**src/rsic_pkg.sv**
```systemverilog
package rsic_pkg;

	// clock and times as printed
	localparam int CLK_MHZ       = 100;
	localparam int T_REL_HW_MS   = 90;
	localparam int T_REF_HW_MS   = 70;
	localparam int T_REL_SW_MS   = 10;
	localparam int T_REF_SW_MS   = 25;
	localparam int T_OSC_US      = 500;
	localparam int T_GLITCH_US   = 1;
	localparam int T_SUB_RST_NS  = 1200;

	// derived cycle counts (exact at 100 MHz)
	localparam int REL_HW_CYC    = T_REL_HW_MS * 1000 * CLK_MHZ;
	localparam int REF_HW_CYC    = T_REF_HW_MS * 1000 * CLK_MHZ;
	localparam int REL_SW_CYC    = T_REL_SW_MS * 1000 * CLK_MHZ;
	localparam int REF_SW_CYC    = T_REF_SW_MS * 1000 * CLK_MHZ;
	localparam int OSC_CYC       = T_OSC_US * CLK_MHZ;
	localparam int GLITCH_CYC    = (T_GLITCH_US * CLK_MHZ + 0) > 0 ? T_GLITCH_US * CLK_MHZ : 1;
	localparam int SUB_RST_CYC   = T_SUB_RST_NS * CLK_MHZ / 1000;
	localparam int CNT_W         = 24;

	// register byte offsets
	localparam logic [7:0] A_SW_STAT_A = 8'h00;
	localparam logic [7:0] A_SW_STAT_B = 8'h04;
	localparam logic [7:0] A_SW_MASK_A = 8'h08;
	localparam logic [7:0] A_SW_MASK_B = 8'h0C;
	localparam logic [7:0] A_SOFT_RST  = 8'h10;
	localparam logic [7:0] A_BLK_RST   = 8'h14;
	localparam logic [7:0] A_MAC_RST   = 8'h18;
	localparam logic [7:0] A_PHY1_BASE = 8'h20;
	localparam logic [7:0] A_PHY2_BASE = 8'h40;
	localparam logic [7:0] O_BLK_EN    = 8'h00;
	localparam logic [7:0] O_BLK_FLG   = 8'h04;
	localparam logic [7:0] O_SYS_EN    = 8'h08;
	localparam logic [7:0] O_SYS_FLG   = 8'h0C;
	localparam logic [7:0] O_STATE     = 8'h10;

	// field layout
	localparam int STAT_W      = 9;
	localparam int STAT_PHY    = 8;
	localparam int BLK_W       = 4;
	localparam int SYS_W       = 8;
	localparam int SYS_HW      = 0;
	localparam int SYS_SW      = 1;
	localparam int SYS_ERR_LSB = 4;
	localparam int ST_RDY      = 0;
	localparam int ST_PD       = 1;

	// reset values
	localparam logic [8:0] MASK_RST   = 9'h000;
	localparam logic [3:0] BLK_EN_RST = 4'h0;
	localparam logic [7:0] SYS_EN_RST = 8'h01;

	// bus and keys (key values arbitrary)
	localparam logic [2:0]  HSIZE_WORD = 3'h2;
	localparam logic [31:0] MAC_KEY1   = 32'h0000A5A5;
	localparam logic [31:0] MAC_KEY2   = 32'h00005A5A;

	typedef enum logic [2:0] {ST_HOLD, ST_TRI, ST_LATCH, ST_OSC, ST_PLL, ST_RUN} rsic_state_t;

endpackage

```
**src/rsic_reset_irq.sv**
```systemverilog
// Behaviour
// - masked switch event drives interrupt low
// - four phy conditions gated by enable
// - phy flags record enabled conditions
// - hardware reset latches enabled reset interrupt
// - phy interrupt sets its switch status flag
// - software request latches and raises interrupt
// - system error flags sticky until hardware reset, or soft reset for phy1
// - held in reset until power good
// - low pulses under one microsecond ignored
// - release sequence, registers ready within 90 ms
// - reference clock low until 70 ms
// - soft reset spares second phy
// - soft reset aborts transmission immediately
// - soft reset sequence ready within 10 ms
// - per phy system ready flag
// - reference clock low 25 ms after soft
// - phy block reset 1.2 us, self clears
// - keyed mac reset for 1.2 us
// - mac reset only with phy1 powered up
//
// The address map and register access over AHB-Lite were decided locally.
`timescale 1ns/100ps
`default_nettype none

module rsic_reset_irq #(
	parameter int REL_HW_CYC = rsic_pkg::REL_HW_CYC,
	parameter int REF_HW_CYC = rsic_pkg::REF_HW_CYC,
	parameter int REL_SW_CYC = rsic_pkg::REL_SW_CYC,
	parameter int REF_SW_CYC = rsic_pkg::REF_SW_CYC,
	parameter int OSC_CYC    = rsic_pkg::OSC_CYC
) (
	// clock and reset
	input  wire logic        hclk,
	input  wire logic        hresetn,
	// ahb-lite slave
	input  wire logic        hsel,
	input  wire logic [31:0] haddr,
	input  wire logic [1:0]  htrans,
	input  wire logic        hwrite,
	input  wire logic [2:0]  hsize,
	input  wire logic [31:0] hwdata,
	input  wire logic        hready,
	output logic             hreadyout,
	output logic             hresp,
	output logic [31:0]      hrdata,
	// pins
	input  wire logic        reset_pin_n,
	input  wire logic        power_good,
	// event sources
	input  wire logic [7:0]  sw_evt_a,
	input  wire logic [7:0]  sw_evt_b,
	input  wire logic [3:0]  phy1_evt,
	input  wire logic [3:0]  phy2_evt,
	input  wire logic [3:0]  phy1_err,
	input  wire logic [3:0]  phy2_err,
	input  wire logic [1:0]  phy_powered_down,
	// interrupt and reset outputs
	output logic             irq_n,
	output logic             chip_rst_n,
	output logic             io_tristate,
	output logic             cfg_latch,
	output logic             osc_en,
	output logic             pll_en,
	output logic             ref_clock_out_en,
	output logic             phy1_rst_n,
	output logic             phy2_rst_n,
	output logic             mac_rst_n,
	output logic             tx_abort
);

	localparam int         CW    = rsic_pkg::CNT_W;
	localparam logic [7:0] GL_M1 = 8'(rsic_pkg::GLITCH_CYC - 1);
	localparam logic [7:0] SUB_M1 = 8'(rsic_pkg::SUB_RST_CYC - 1);

	function automatic logic [7:0] phy_off(input int i, input logic [7:0] sub);
		phy_off = (i == 0 ? rsic_pkg::A_PHY1_BASE : rsic_pkg::A_PHY2_BASE) + sub;
	endfunction

	// pin synchronisers; a change counts once stages two and three agree
	logic [2:0] rst_s_r;
	logic [2:0] pwr_s_r;
	logic       rst_lvl_r;
	logic       pwr_lvl_r;
	logic [7:0] glitch_cnt_r;
	always_ff @(posedge hclk or negedge hresetn) begin
		if (!hresetn) begin
			rst_s_r      <= 3'h0;
			pwr_s_r      <= 3'h0;
			rst_lvl_r    <= 1'b0;
			pwr_lvl_r    <= 1'b0;
			glitch_cnt_r <= 8'h00;
		end else begin
			rst_s_r <= {rst_s_r[1:0], reset_pin_n};
			pwr_s_r <= {pwr_s_r[1:0], power_good};
			if (rst_s_r[1] == rst_s_r[2]) begin
				rst_lvl_r <= rst_s_r[2];
			end
			if (pwr_s_r[1] == pwr_s_r[2]) begin
				pwr_lvl_r <= pwr_s_r[2];
			end
			if (rst_lvl_r) begin
				glitch_cnt_r <= 8'h00;
			end else if (glitch_cnt_r != GL_M1) begin
				glitch_cnt_r <= glitch_cnt_r + 8'h01;
			end
		end
	end

	// deglitched reset request and power supervision
	wire rst_low_ok = !rst_lvl_r && (glitch_cnt_r == GL_M1);
	wire hw_req     = !pwr_lvl_r || rst_low_ok;

	// ahb-lite address phase capture; reads take one wait state
	logic       wr_pend_r;
	logic       rd_pend_r;
	logic       map_ok_r;
	logic [7:0] dp_addr_r;
	logic       hreadyout_r;
	logic [31:0] hrdata_r;
	wire        acc = hsel && htrans[1] && hready;
	always_ff @(posedge hclk or negedge hresetn) begin
		if (!hresetn) begin
			wr_pend_r   <= 1'b0;
			rd_pend_r   <= 1'b0;
			map_ok_r    <= 1'b0;
			dp_addr_r   <= 8'h00;
			hreadyout_r <= 1'b1;
		end else begin
			wr_pend_r   <= acc && hwrite;
			rd_pend_r   <= acc && !hwrite;
			hreadyout_r <= !(acc && !hwrite);
			if (acc) begin
				dp_addr_r <= haddr[7:0];
				map_ok_r  <= (haddr[31:8] == 24'h000000) && (hsize == rsic_pkg::HSIZE_WORD);
			end
		end
	end

	// sequencer state
	rsic_pkg::rsic_state_t st_r;
	rsic_pkg::rsic_state_t st_nxt;
	logic [CW-1:0] cnt_r;
	logic [CW-1:0] cnt_nxt;
	logic          soft_r;
	logic          soft_nxt;
	wire           run     = (st_r == rsic_pkg::ST_RUN);
	wire           wr_en   = wr_pend_r && map_ok_r && run;
	wire           soft_go = wr_en && (dp_addr_r == rsic_pkg::A_SOFT_RST) && hwdata[0];
	wire           hold    = (st_r == rsic_pkg::ST_HOLD);
	wire [CW-1:0]  rel_lim = soft_r ? CW'(REL_SW_CYC) : CW'(REL_HW_CYC);
	wire [CW-1:0]  ref_lim = soft_nxt ? CW'(REF_SW_CYC) : CW'(REF_HW_CYC);

	// release order: tristate, latch straps, oscillator, pll, logic out of reset
	always_comb begin
		st_nxt = st_r;
		unique case (st_r)
			rsic_pkg::ST_HOLD:  st_nxt = rsic_pkg::ST_TRI;
			rsic_pkg::ST_TRI:   st_nxt = rsic_pkg::ST_LATCH;
			rsic_pkg::ST_LATCH: st_nxt = rsic_pkg::ST_OSC;
			rsic_pkg::ST_OSC: begin
				if (cnt_r >= CW'(OSC_CYC)) begin
					st_nxt = rsic_pkg::ST_PLL;
				end
			end
			rsic_pkg::ST_PLL: begin
				if (cnt_r >= rel_lim) begin
					st_nxt = rsic_pkg::ST_RUN;
				end
			end
			rsic_pkg::ST_RUN:   st_nxt = rsic_pkg::ST_RUN;
		endcase
		if (soft_go) begin
			st_nxt = rsic_pkg::ST_TRI;
		end
		if (hw_req) begin
			st_nxt = rsic_pkg::ST_HOLD;
		end
	end

	// time since release, saturating
	assign cnt_nxt  = (hw_req || soft_go || hold) ? '0 : (cnt_r != '1 ? cnt_r + CW'(1) : cnt_r);
	assign soft_nxt = hw_req ? 1'b0 : (soft_go ? 1'b1 : soft_r);

	always_ff @(posedge hclk or negedge hresetn) begin
		if (!hresetn) begin
			st_r   <= rsic_pkg::ST_HOLD;
			cnt_r  <= '0;
			soft_r <= 1'b0;
		end else begin
			st_r   <= st_nxt;
			cnt_r  <= cnt_nxt;
			soft_r <= soft_nxt;
		end
	end

	// subsystem reset timers: phy1, phy2, mac
	logic [2:0] tmr_busy_r;
	logic [7:0] tmr_cnt_r [3];
	logic       key_ok_r;
	wire        mac_wr   = wr_en && (dp_addr_r == rsic_pkg::A_MAC_RST);
	wire        key2_wr  = mac_wr && key_ok_r && (hwdata == rsic_pkg::MAC_KEY2);
	wire        blk_wr   = wr_en && (dp_addr_r == rsic_pkg::A_BLK_RST);
	wire [2:0]  tmr_go;
	assign tmr_go[0] = blk_wr && hwdata[0] && !tmr_busy_r[0];
	assign tmr_go[1] = blk_wr && hwdata[1] && !tmr_busy_r[1];
	assign tmr_go[2] = key2_wr && !phy_powered_down[0] && !tmr_busy_r[2];
	always_ff @(posedge hclk or negedge hresetn) begin
		if (!hresetn) begin
			tmr_busy_r <= 3'h0;
			key_ok_r   <= 1'b0;
			for (int i = 0; i < 3; i++) begin
				tmr_cnt_r[i] <= 8'h00;
			end
		end else begin
			key_ok_r <= hold ? 1'b0 : (mac_wr ? (hwdata == rsic_pkg::MAC_KEY1) : key_ok_r);
			for (int i = 0; i < 3; i++) begin
				if (hold) begin
					tmr_busy_r[i] <= 1'b0;
				end else if (tmr_go[i]) begin
					tmr_busy_r[i] <= 1'b1;
					tmr_cnt_r[i]  <= SUB_M1;
				end else if (tmr_busy_r[i]) begin
					tmr_busy_r[i] <= (tmr_cnt_r[i] != 8'h00);  // self clear
					tmr_cnt_r[i]  <= tmr_cnt_r[i] - 8'h01;
				end
			end
		end
	end

	// event and flag registers
	logic [8:0] stat_a_r;
	logic [8:0] stat_b_r;
	logic [8:0] mask_a_r;
	logic [8:0] mask_b_r;
	logic [3:0] blk_en_r  [2];
	logic [3:0] blk_flg_r [2];
	logic [7:0] sys_en_r  [2];
	logic [7:0] sys_flg_r [2];
	logic [3:0] evt_w [2];
	logic [3:0] err_w [2];
	logic [1:0] phy_irq;
	logic [1:0] clr_phy;
	wire        hw_done = (st_r == rsic_pkg::ST_PLL) && (st_nxt == rsic_pkg::ST_RUN) && !soft_r;
	assign evt_w[0] = phy1_evt;
	assign evt_w[1] = phy2_evt;
	assign err_w[0] = phy1_err;
	assign err_w[1] = phy2_err;
	assign clr_phy  = {hold, hold || soft_go};  // second phy keeps state over soft reset

	// per phy pending: block flags by enable, system flags by system enable except the software flag, which always counts
	for (genvar g = 0; g < 2; g++) begin : g_phy
		wire [7:0] sys_gate = {sys_en_r[g][7:2], 1'b1, sys_en_r[g][rsic_pkg::SYS_HW]};
		assign phy_irq[g] = |(blk_flg_r[g] & blk_en_r[g]) || |(sys_flg_r[g] & sys_gate);
	end

	always_ff @(posedge hclk or negedge hresetn) begin
		if (!hresetn) begin
			stat_a_r <= 9'h000;
			stat_b_r <= 9'h000;
			mask_a_r <= rsic_pkg::MASK_RST;
			mask_b_r <= rsic_pkg::MASK_RST;
		end else if (hold || soft_go) begin
			stat_a_r <= 9'h000;
			stat_b_r <= 9'h000;
			mask_a_r <= rsic_pkg::MASK_RST;
			mask_b_r <= rsic_pkg::MASK_RST;
		end else begin
			// write one to clear; a new event in the same cycle wins
			stat_a_r <= (stat_a_r & ~((wr_en && dp_addr_r == rsic_pkg::A_SW_STAT_A) ? hwdata[8:0] : 9'h000))
				| (run ? {phy_irq[0], sw_evt_a} : 9'h000);
			stat_b_r <= (stat_b_r & ~((wr_en && dp_addr_r == rsic_pkg::A_SW_STAT_B) ? hwdata[8:0] : 9'h000))
				| (run ? {phy_irq[1], sw_evt_b} : 9'h000);
			if (wr_en && dp_addr_r == rsic_pkg::A_SW_MASK_A) begin
				mask_a_r <= hwdata[8:0];
			end
			if (wr_en && dp_addr_r == rsic_pkg::A_SW_MASK_B) begin
				mask_b_r <= hwdata[8:0];
			end
		end
	end

	// phy enable and flag registers
	always_ff @(posedge hclk or negedge hresetn) begin
		if (!hresetn) begin
			for (int i = 0; i < 2; i++) begin
				blk_en_r[i]  <= rsic_pkg::BLK_EN_RST;
				blk_flg_r[i] <= 4'h0;
				sys_en_r[i]  <= rsic_pkg::SYS_EN_RST;
				sys_flg_r[i] <= 8'h00;
			end
		end else begin
			for (int i = 0; i < 2; i++) begin
				if (clr_phy[i]) begin
					blk_en_r[i]  <= rsic_pkg::BLK_EN_RST;
					blk_flg_r[i] <= 4'h0;
					sys_en_r[i]  <= rsic_pkg::SYS_EN_RST;
					sys_flg_r[i] <= 8'h00;
				end else begin
					if (wr_en && dp_addr_r == phy_off(i, rsic_pkg::O_BLK_EN)) begin
						blk_en_r[i] <= hwdata[3:0];
					end
					if (wr_en && dp_addr_r == phy_off(i, rsic_pkg::O_SYS_EN)) begin
						sys_en_r[i] <= hwdata[7:0];
					end
					blk_flg_r[i] <= (blk_flg_r[i]
						& ~((wr_en && dp_addr_r == phy_off(i, rsic_pkg::O_BLK_FLG)) ? hwdata[3:0] : 4'h0))
						| (run ? (evt_w[i] & blk_en_r[i]) : 4'h0);
					// error flags clear only by hardware reset, and in the first phy also by soft reset
					sys_flg_r[i] <= (sys_flg_r[i]
						& ~((wr_en && dp_addr_r == phy_off(i, rsic_pkg::O_SYS_FLG)) ? {6'h00, hwdata[1:0]} : 8'h00))
						| {err_w[i], 2'b00, sys_en_r[i][rsic_pkg::SYS_SW] && run,
						   hw_done && sys_en_r[i][rsic_pkg::SYS_HW]};
				end
			end
		end
	end

	// read selection
	wire [1:0]  rdy = {run && !tmr_busy_r[1], run && !tmr_busy_r[0]};
	wire [31:0] rd_phy1 =
		dp_addr_r == phy_off(0, rsic_pkg::O_BLK_EN)  ? {28'h0, blk_en_r[0]} :
		dp_addr_r == phy_off(0, rsic_pkg::O_BLK_FLG) ? {28'h0, blk_flg_r[0]} :
		dp_addr_r == phy_off(0, rsic_pkg::O_SYS_EN)  ? {24'h0, sys_en_r[0]} :
		dp_addr_r == phy_off(0, rsic_pkg::O_SYS_FLG) ? {24'h0, sys_flg_r[0]} :
		dp_addr_r == phy_off(0, rsic_pkg::O_STATE)   ? {30'h0, phy_powered_down[0], rdy[0]} : 32'h0;
	wire [31:0] rd_phy2 =
		dp_addr_r == phy_off(1, rsic_pkg::O_BLK_EN)  ? {28'h0, blk_en_r[1]} :
		dp_addr_r == phy_off(1, rsic_pkg::O_BLK_FLG) ? {28'h0, blk_flg_r[1]} :
		dp_addr_r == phy_off(1, rsic_pkg::O_SYS_EN)  ? {24'h0, sys_en_r[1]} :
		dp_addr_r == phy_off(1, rsic_pkg::O_SYS_FLG) ? {24'h0, sys_flg_r[1]} :
		dp_addr_r == phy_off(1, rsic_pkg::O_STATE)   ? {30'h0, phy_powered_down[1], rdy[1]} : 32'h0;
	wire [31:0] rd_data = !map_ok_r ? 32'h0 :
		dp_addr_r == rsic_pkg::A_SW_STAT_A ? {23'h0, stat_a_r} :
		dp_addr_r == rsic_pkg::A_SW_STAT_B ? {23'h0, stat_b_r} :
		dp_addr_r == rsic_pkg::A_SW_MASK_A ? {23'h0, mask_a_r} :
		dp_addr_r == rsic_pkg::A_SW_MASK_B ? {23'h0, mask_b_r} :
		dp_addr_r == rsic_pkg::A_BLK_RST   ? {30'h0, tmr_busy_r[1:0]} :
		dp_addr_r == rsic_pkg::A_MAC_RST   ? {31'h0, tmr_busy_r[2]} :
		rd_phy1 | rd_phy2;
	wire pend = |(stat_a_r & mask_a_r) || |(stat_b_r & mask_b_r);

	// registered outputs
	logic irq_n_r;
	logic chip_rst_n_r;
	logic io_tristate_r;
	logic cfg_latch_r;
	logic osc_en_r;
	logic pll_en_r;
	logic ref_en_r;
	logic phy1_rst_n_r;
	logic phy2_rst_n_r;
	logic mac_rst_n_r;
	logic tx_abort_r;
	wire  run_nxt = (st_nxt == rsic_pkg::ST_RUN);
	always_ff @(posedge hclk or negedge hresetn) begin
		if (!hresetn) begin
			hrdata_r      <= 32'h0;
			irq_n_r       <= 1'b1;
			chip_rst_n_r  <= 1'b0;
			io_tristate_r <= 1'b1;
			cfg_latch_r   <= 1'b0;
			osc_en_r      <= 1'b0;
			pll_en_r      <= 1'b0;
			ref_en_r      <= 1'b0;
			phy1_rst_n_r  <= 1'b0;
			phy2_rst_n_r  <= 1'b0;
			mac_rst_n_r   <= 1'b0;
			tx_abort_r    <= 1'b0;
		end else begin
			if (rd_pend_r) begin
				hrdata_r <= rd_data;
			end
			irq_n_r       <= !pend;
			chip_rst_n_r  <= run_nxt;
			io_tristate_r <= (st_nxt == rsic_pkg::ST_HOLD) || (st_nxt == rsic_pkg::ST_TRI);
			cfg_latch_r   <= (st_nxt == rsic_pkg::ST_LATCH);
			osc_en_r      <= (st_nxt == rsic_pkg::ST_OSC) || (st_nxt == rsic_pkg::ST_PLL) || run_nxt;
			pll_en_r      <= (st_nxt == rsic_pkg::ST_PLL) || run_nxt;
			ref_en_r      <= (st_nxt != rsic_pkg::ST_HOLD) && (cnt_nxt >= ref_lim);
			phy1_rst_n_r  <= run_nxt && !(tmr_go[0] || (tmr_busy_r[0] && tmr_cnt_r[0] != 8'h00));
			phy2_rst_n_r  <= (soft_nxt || run_nxt)
				&& !(tmr_go[1] || (tmr_busy_r[1] && tmr_cnt_r[1] != 8'h00));
			mac_rst_n_r   <= run_nxt && !(tmr_go[2] || (tmr_busy_r[2] && tmr_cnt_r[2] != 8'h00));
			tx_abort_r    <= soft_go;
		end
	end

	assign hreadyout        = hreadyout_r;
	assign hresp            = 1'b0;
	assign hrdata           = hrdata_r;
	assign irq_n            = irq_n_r;
	assign chip_rst_n       = chip_rst_n_r;
	assign io_tristate      = io_tristate_r;
	assign cfg_latch        = cfg_latch_r;
	assign osc_en           = osc_en_r;
	assign pll_en           = pll_en_r;
	assign ref_clock_out_en = ref_en_r;
	assign phy1_rst_n       = phy1_rst_n_r;
	assign phy2_rst_n       = phy2_rst_n_r;
	assign mac_rst_n        = mac_rst_n_r;
	assign tx_abort         = tx_abort_r;
endmodule

`default_nettype wire
```
**config.mk**
```make
export PLATFORM = sky130hd
export DESIGN_NAME = rsic_reset_irq
export DESIGN_NICKNAME = d
export VERILOG_FILES = /design/src/rsic_pkg.sv /design/src/rsic_reset_irq.sv
export SDC_FILE = /design/constraint.sdc
export NUM_CORES = 1
export LEC_CHECK = 0
export BUFFER_PORTS_ARGS = -buffer_cell sky130_fd_sc_hd__buf_2
export CAP_MARGIN = 20
export CORE_MARGIN = 3
export CORE_UTILIZATION = 50
export DETAILED_ROUTE_END_ITERATION = 16
export GPL_ROUTABILITY_DRIVEN = 1
export PLACE_DENSITY_LB_ADDON = 0.1
export SYNTH_ARGS = -nofsm -noshare
export SYNTH_HDL_FRONTEND = slang
export SYNTH_SLANG_ARGS = --single-unit
```
**constraint.sdc**
```tcl
create_clock -name hclk -period 4.6 [get_ports hclk]
set_input_delay 0.69 -clock hclk [delete_from_list [all_inputs] [get_ports hclk]]
set_output_delay 0.69 -clock hclk [all_outputs]
set_load 0.005 [all_outputs]
```
==> run_results.csv <==
group,metric,value,unit
run_status,status,"complete, no violations",
placement,dp_hpwl,19300,µm
die,fp.dieW,144,µm
flow_run,max_cap_violations,0,
worst_setup_path,regToRegEndpoint,"ref_clock_out_en",
routing,met3_length,2270,µm
clock_network,cts_made_buffers,17,
worst_setup_path,r2r_slack,0.72,ns
routing,first_pass_iters,7,
routing,drcViolationCount,0,
timing,tightest_slew,1.02,ns
routing,wl_met2,11600,µm
power,clkPwrFrac,38.4,%
timing,max_freq,0.258,GHz
synth,synth-main-ff-cell,"dfrtp_1",
die,start_util,52.1,%
timing,grt_setup_unrepaired,"false",
power,seqPwrFrac,49.7,%
clock_network,cts_resized,0,
synth,syn_area,0.00958,mm²
clock_network,clkTransAtPathRegs,0.07,ns
routing,highest_layer,"met4",
routing,wl_met1,12300,µm
synth,synth.yosys.seq_area_share,48.1,%
timing,slew_viol_final,0,
timing,setup_tns,0,ns
die,die_area,0.0209,mm²
global_routing,antenna_found_initial,0,
worst_setup_path,arrival,4.23,ns
synth,synth-edff-count,0,
placement,place_congestion,0.931,
synth,synthCells,1006,
placement,io_buffers,129,
layout,drive_above_1_share,18.5,%
routing,totalWireLength,26500,µm
worst_setup_path,cp-startpoint,"dp_addr_r[3]",
power,p_per_area,342,mW/mm²
clock_network,htreeDepth,4,
worst_setup_path,crit_fanout,20,
synth,synth-seq-cells,184,
power,p_sw_share,28.5,%
worst_setup_path,end_kind,"flip-flop",
global_routing,grt_pass1_vias,7937,
synth,yosys.area.top_type,"dfrtp_1",
worst_setup_path,reg2reg_from,"dp_addr_r[3]",
worst_setup_path,start_kind,"flip-flop",
timing,relSlewSlack,32.1,%
clock_network,cts_root_buf,"clkbuf_16",
global_routing,groute.usage.overall,26.2,%
timing,holdWs,0.351,ns
power,p_int,2.68,mW
layout,area_growth,14.3,%
clock_network,cts_sinks,184,
routing,drtAntennaViolNets,0,
clock_network,insertion_delay,0.43,ns
timing,setup_viol,0,
global_routing,grt_max_degree,125,
routing,vias,8268,
layout,diodes,0,
clock_network,postCtsHoldBufs,0,
timing,finalHoldViolations,0,
synth,ys_async_sr_fraction,100,%
synth,synth_top_area_share,46.8,%
clock_network,cts_setup_buffers,0,
timing,finClkSkew,0.00833,ns
timing,final.setup.worst_slack,0.722,ns
routing,routedWlPerCell,19.4,µm
synth,synth_area_leaders,"dfrtp_1 47%, nor2_1 5.5%, nand2_1 4.4%, ha_1 3.3%, o21ai_0 2.5%",
worst_setup_path,cp-endpoint,"ref_clock_out_en",
timing,fin_crit_sh,84.3,%
die,ios,155,
synth,synth.distinct_cells,76,
clock_network,clk_path_buf_depth,2,
power,total_switching_power,1.07,mW
power,p_leak,4.91,nW
layout,layout.nets,1258,
worst_setup_path,worstPathRequired,4.95,ns
worst_setup_path,critPathKind,"reg2reg",
routing,viasPerCell,6.06,
die,die_h,144,µm
synth,ys_warn_count,0,
global_routing,grt_pass1_wl,42400,µm
routing,drtIter0Drc,798,
synth,syn_area_per_cell,9.52,µm²
die,fp-row-count,49,
clock_network,cts_tree,"built",
global_routing,grt_overflow,0,
placement,dp_slack,0.730,ns
worst_setup_path,reg2regPathDepth,11,
power,peakVddDrop,0.000266,V
timing,period_needed,3.88,ns
power,comb_power_share,11.9,%
die,core,0.0184,mm²
worst_hold_path,hp-class,"reg2reg",
==> sequential cells by signal (all words and copies together), names as in the netlist, 2 cells and up <==
name            cells
st_r                3
stat_b_r            9
tmr_busy_r          3
stat_a_r            9
mask_a_r            9
pwr_s_r             3
rst_s_r             3
mask_b_r            9
g_phy.sys_gate     14
sys_flg_r          12
tmr_cnt_r          24
glitch_cnt_r        8
hrdata              9
dp_addr_r           8
sys_en_r            2
blk_en_r            8
blk_flg_r           8
cnt_r              24
==> cells in the final DEF (no fill, tap or decap), drive strengths merged, types with 9 or more instances in the layout <==
| master | n |
|---|---|
| a21oi | 32 |
| or4 | 10 |
| buf | 143 |
| conb | 24 |
| xor2 | 16 |
| or3 | 9 |
| nor3 | 23 |
| nand3 | 33 |
| ha | 25 |
| o21ai | 49 |
| nor2 | 140 |
| and3 | 12 |
| nand4 | 12 |
| nand2 | 112 |
| xnor2 | 22 |
| inv | 26 |
| clkbuf | 21 |
| nor4 | 21 |
| a221oi | 16 |
| a31oi | 14 |
| mux2i | 14 |
| mux2 | 9 |
| a32oi | 11 |
| a22oi | 30 |
| dfrtp | 179 |
==> per-stage QoR <==
step | power, mW | instance area (µm²) | instances | utilization, %
detailed placement | 2.32 | 10400 | 1331 | 56.3
global route | 3.90 | 10900 | 1365 | 59.5
global placement | 2.31 | 10400 | 1331 | 56.3
floorplan | 2.11 | 9660 | 1029 | -
CTS | 3.75 | 10900 | 1363 | 59.4
finish | 3.75 | 10900 | 1365 | 59.5
==> cell families after synthesis <==
family	share of synthesized area, %
multiplexers	2.76
flip-flops	48.1
buffers and inverters	4.68
AND/OR/NAND/NOR	21.9
adder cells (fa/ha/maj)	3.47
other	0.0392
AO/OA/AOI/OAI	15.5
XOR/XNOR	3.47
==> Yosys cell counts, types with 9 or more instances <==
library cell	instances
dfrtp_1	179
nor2_1	140
nand2_1	112
o21ai_0	48
clkbuf_1	37
nand3_1	33
a21oi_1	32
a22oi_1	30
buf_4	26
ha_1	25
nor3_1	22
xnor2_1	22
inv_1	21
nor4_1	21
a221oi_1	16
xor2_1	16
a31oi_1	14
mux2i_1	14
and3_1	12
nand4_1	12
a32oi_1	11
mux2_2	9
or3_1	9
or4_1	9
==> worst max-delay path: stages (launching register included) <==
cell and delay [ns]:
dfrtp_1 0.52, or4_1 0.77, o41a_1 0.57, nand2_1 0.21, buf_4 0.28, nor2_1 0.11
ha_1 0.33, nand4_1 0.10, mux2i_1 0.28, nand4b_1 0.14, o311a_1 0.33, nor3b_2 0.17
==> layer usage <==
metal | global-route usage (%) | vias up
met5 | 0 | -
met4 | 5.79 | 0
met3 | 6.65 | 35
met2 | 38.7 | 353
met1 | 39.1 | 4027
li1 | - | 3853
==> final cells by class <==
| type | count | area (µm²) |
|---|---|---|
| well taps | 229 | 287 |
| clock inverters | 12 | 111 |
| repair buffers | 144 | 779 |
| multi-input cells | 754 | 4610 |
| clock buffers | 20 | 467 |
| fillers | 1595 | 7440 |
| flip-flops and latches | 184 | 4610 |
| inverters | 22 | 82.6 |
==> how the worst min path moves through the flow <==
stage	startpoint	endpoint	slack (ns)	cells after the start
final	pwr_s_r[0]	pwr_s_r[1]	0.35	0
after global routing	pwr_s_r[0]	pwr_s_r[1]	0.35	0
after CTS	pwr_s_r[0]	pwr_s_r[1]	0.35	0
after detailed placement	pwr_s_r[0]	pwr_s_r[1]	0.34	0
after global placement	rst_s_r[0]	rst_s_r[1]	0.33	0
after floorplan	pwr_s_r[0]	pwr_s_r[1]	0.33	0
==> power groups by stage <==
stage	clock network, mW	registers, mW	logic, mW
after floorplan	0	1.83	0.288
after global placement	0	1.88	0.430
after detailed placement	0	1.89	0.435
after CTS	1.46	1.86	0.437
after global routing	1.53	1.87	0.494
final	1.44	1.86	0.445
Power figures use the tool's default switching activity.
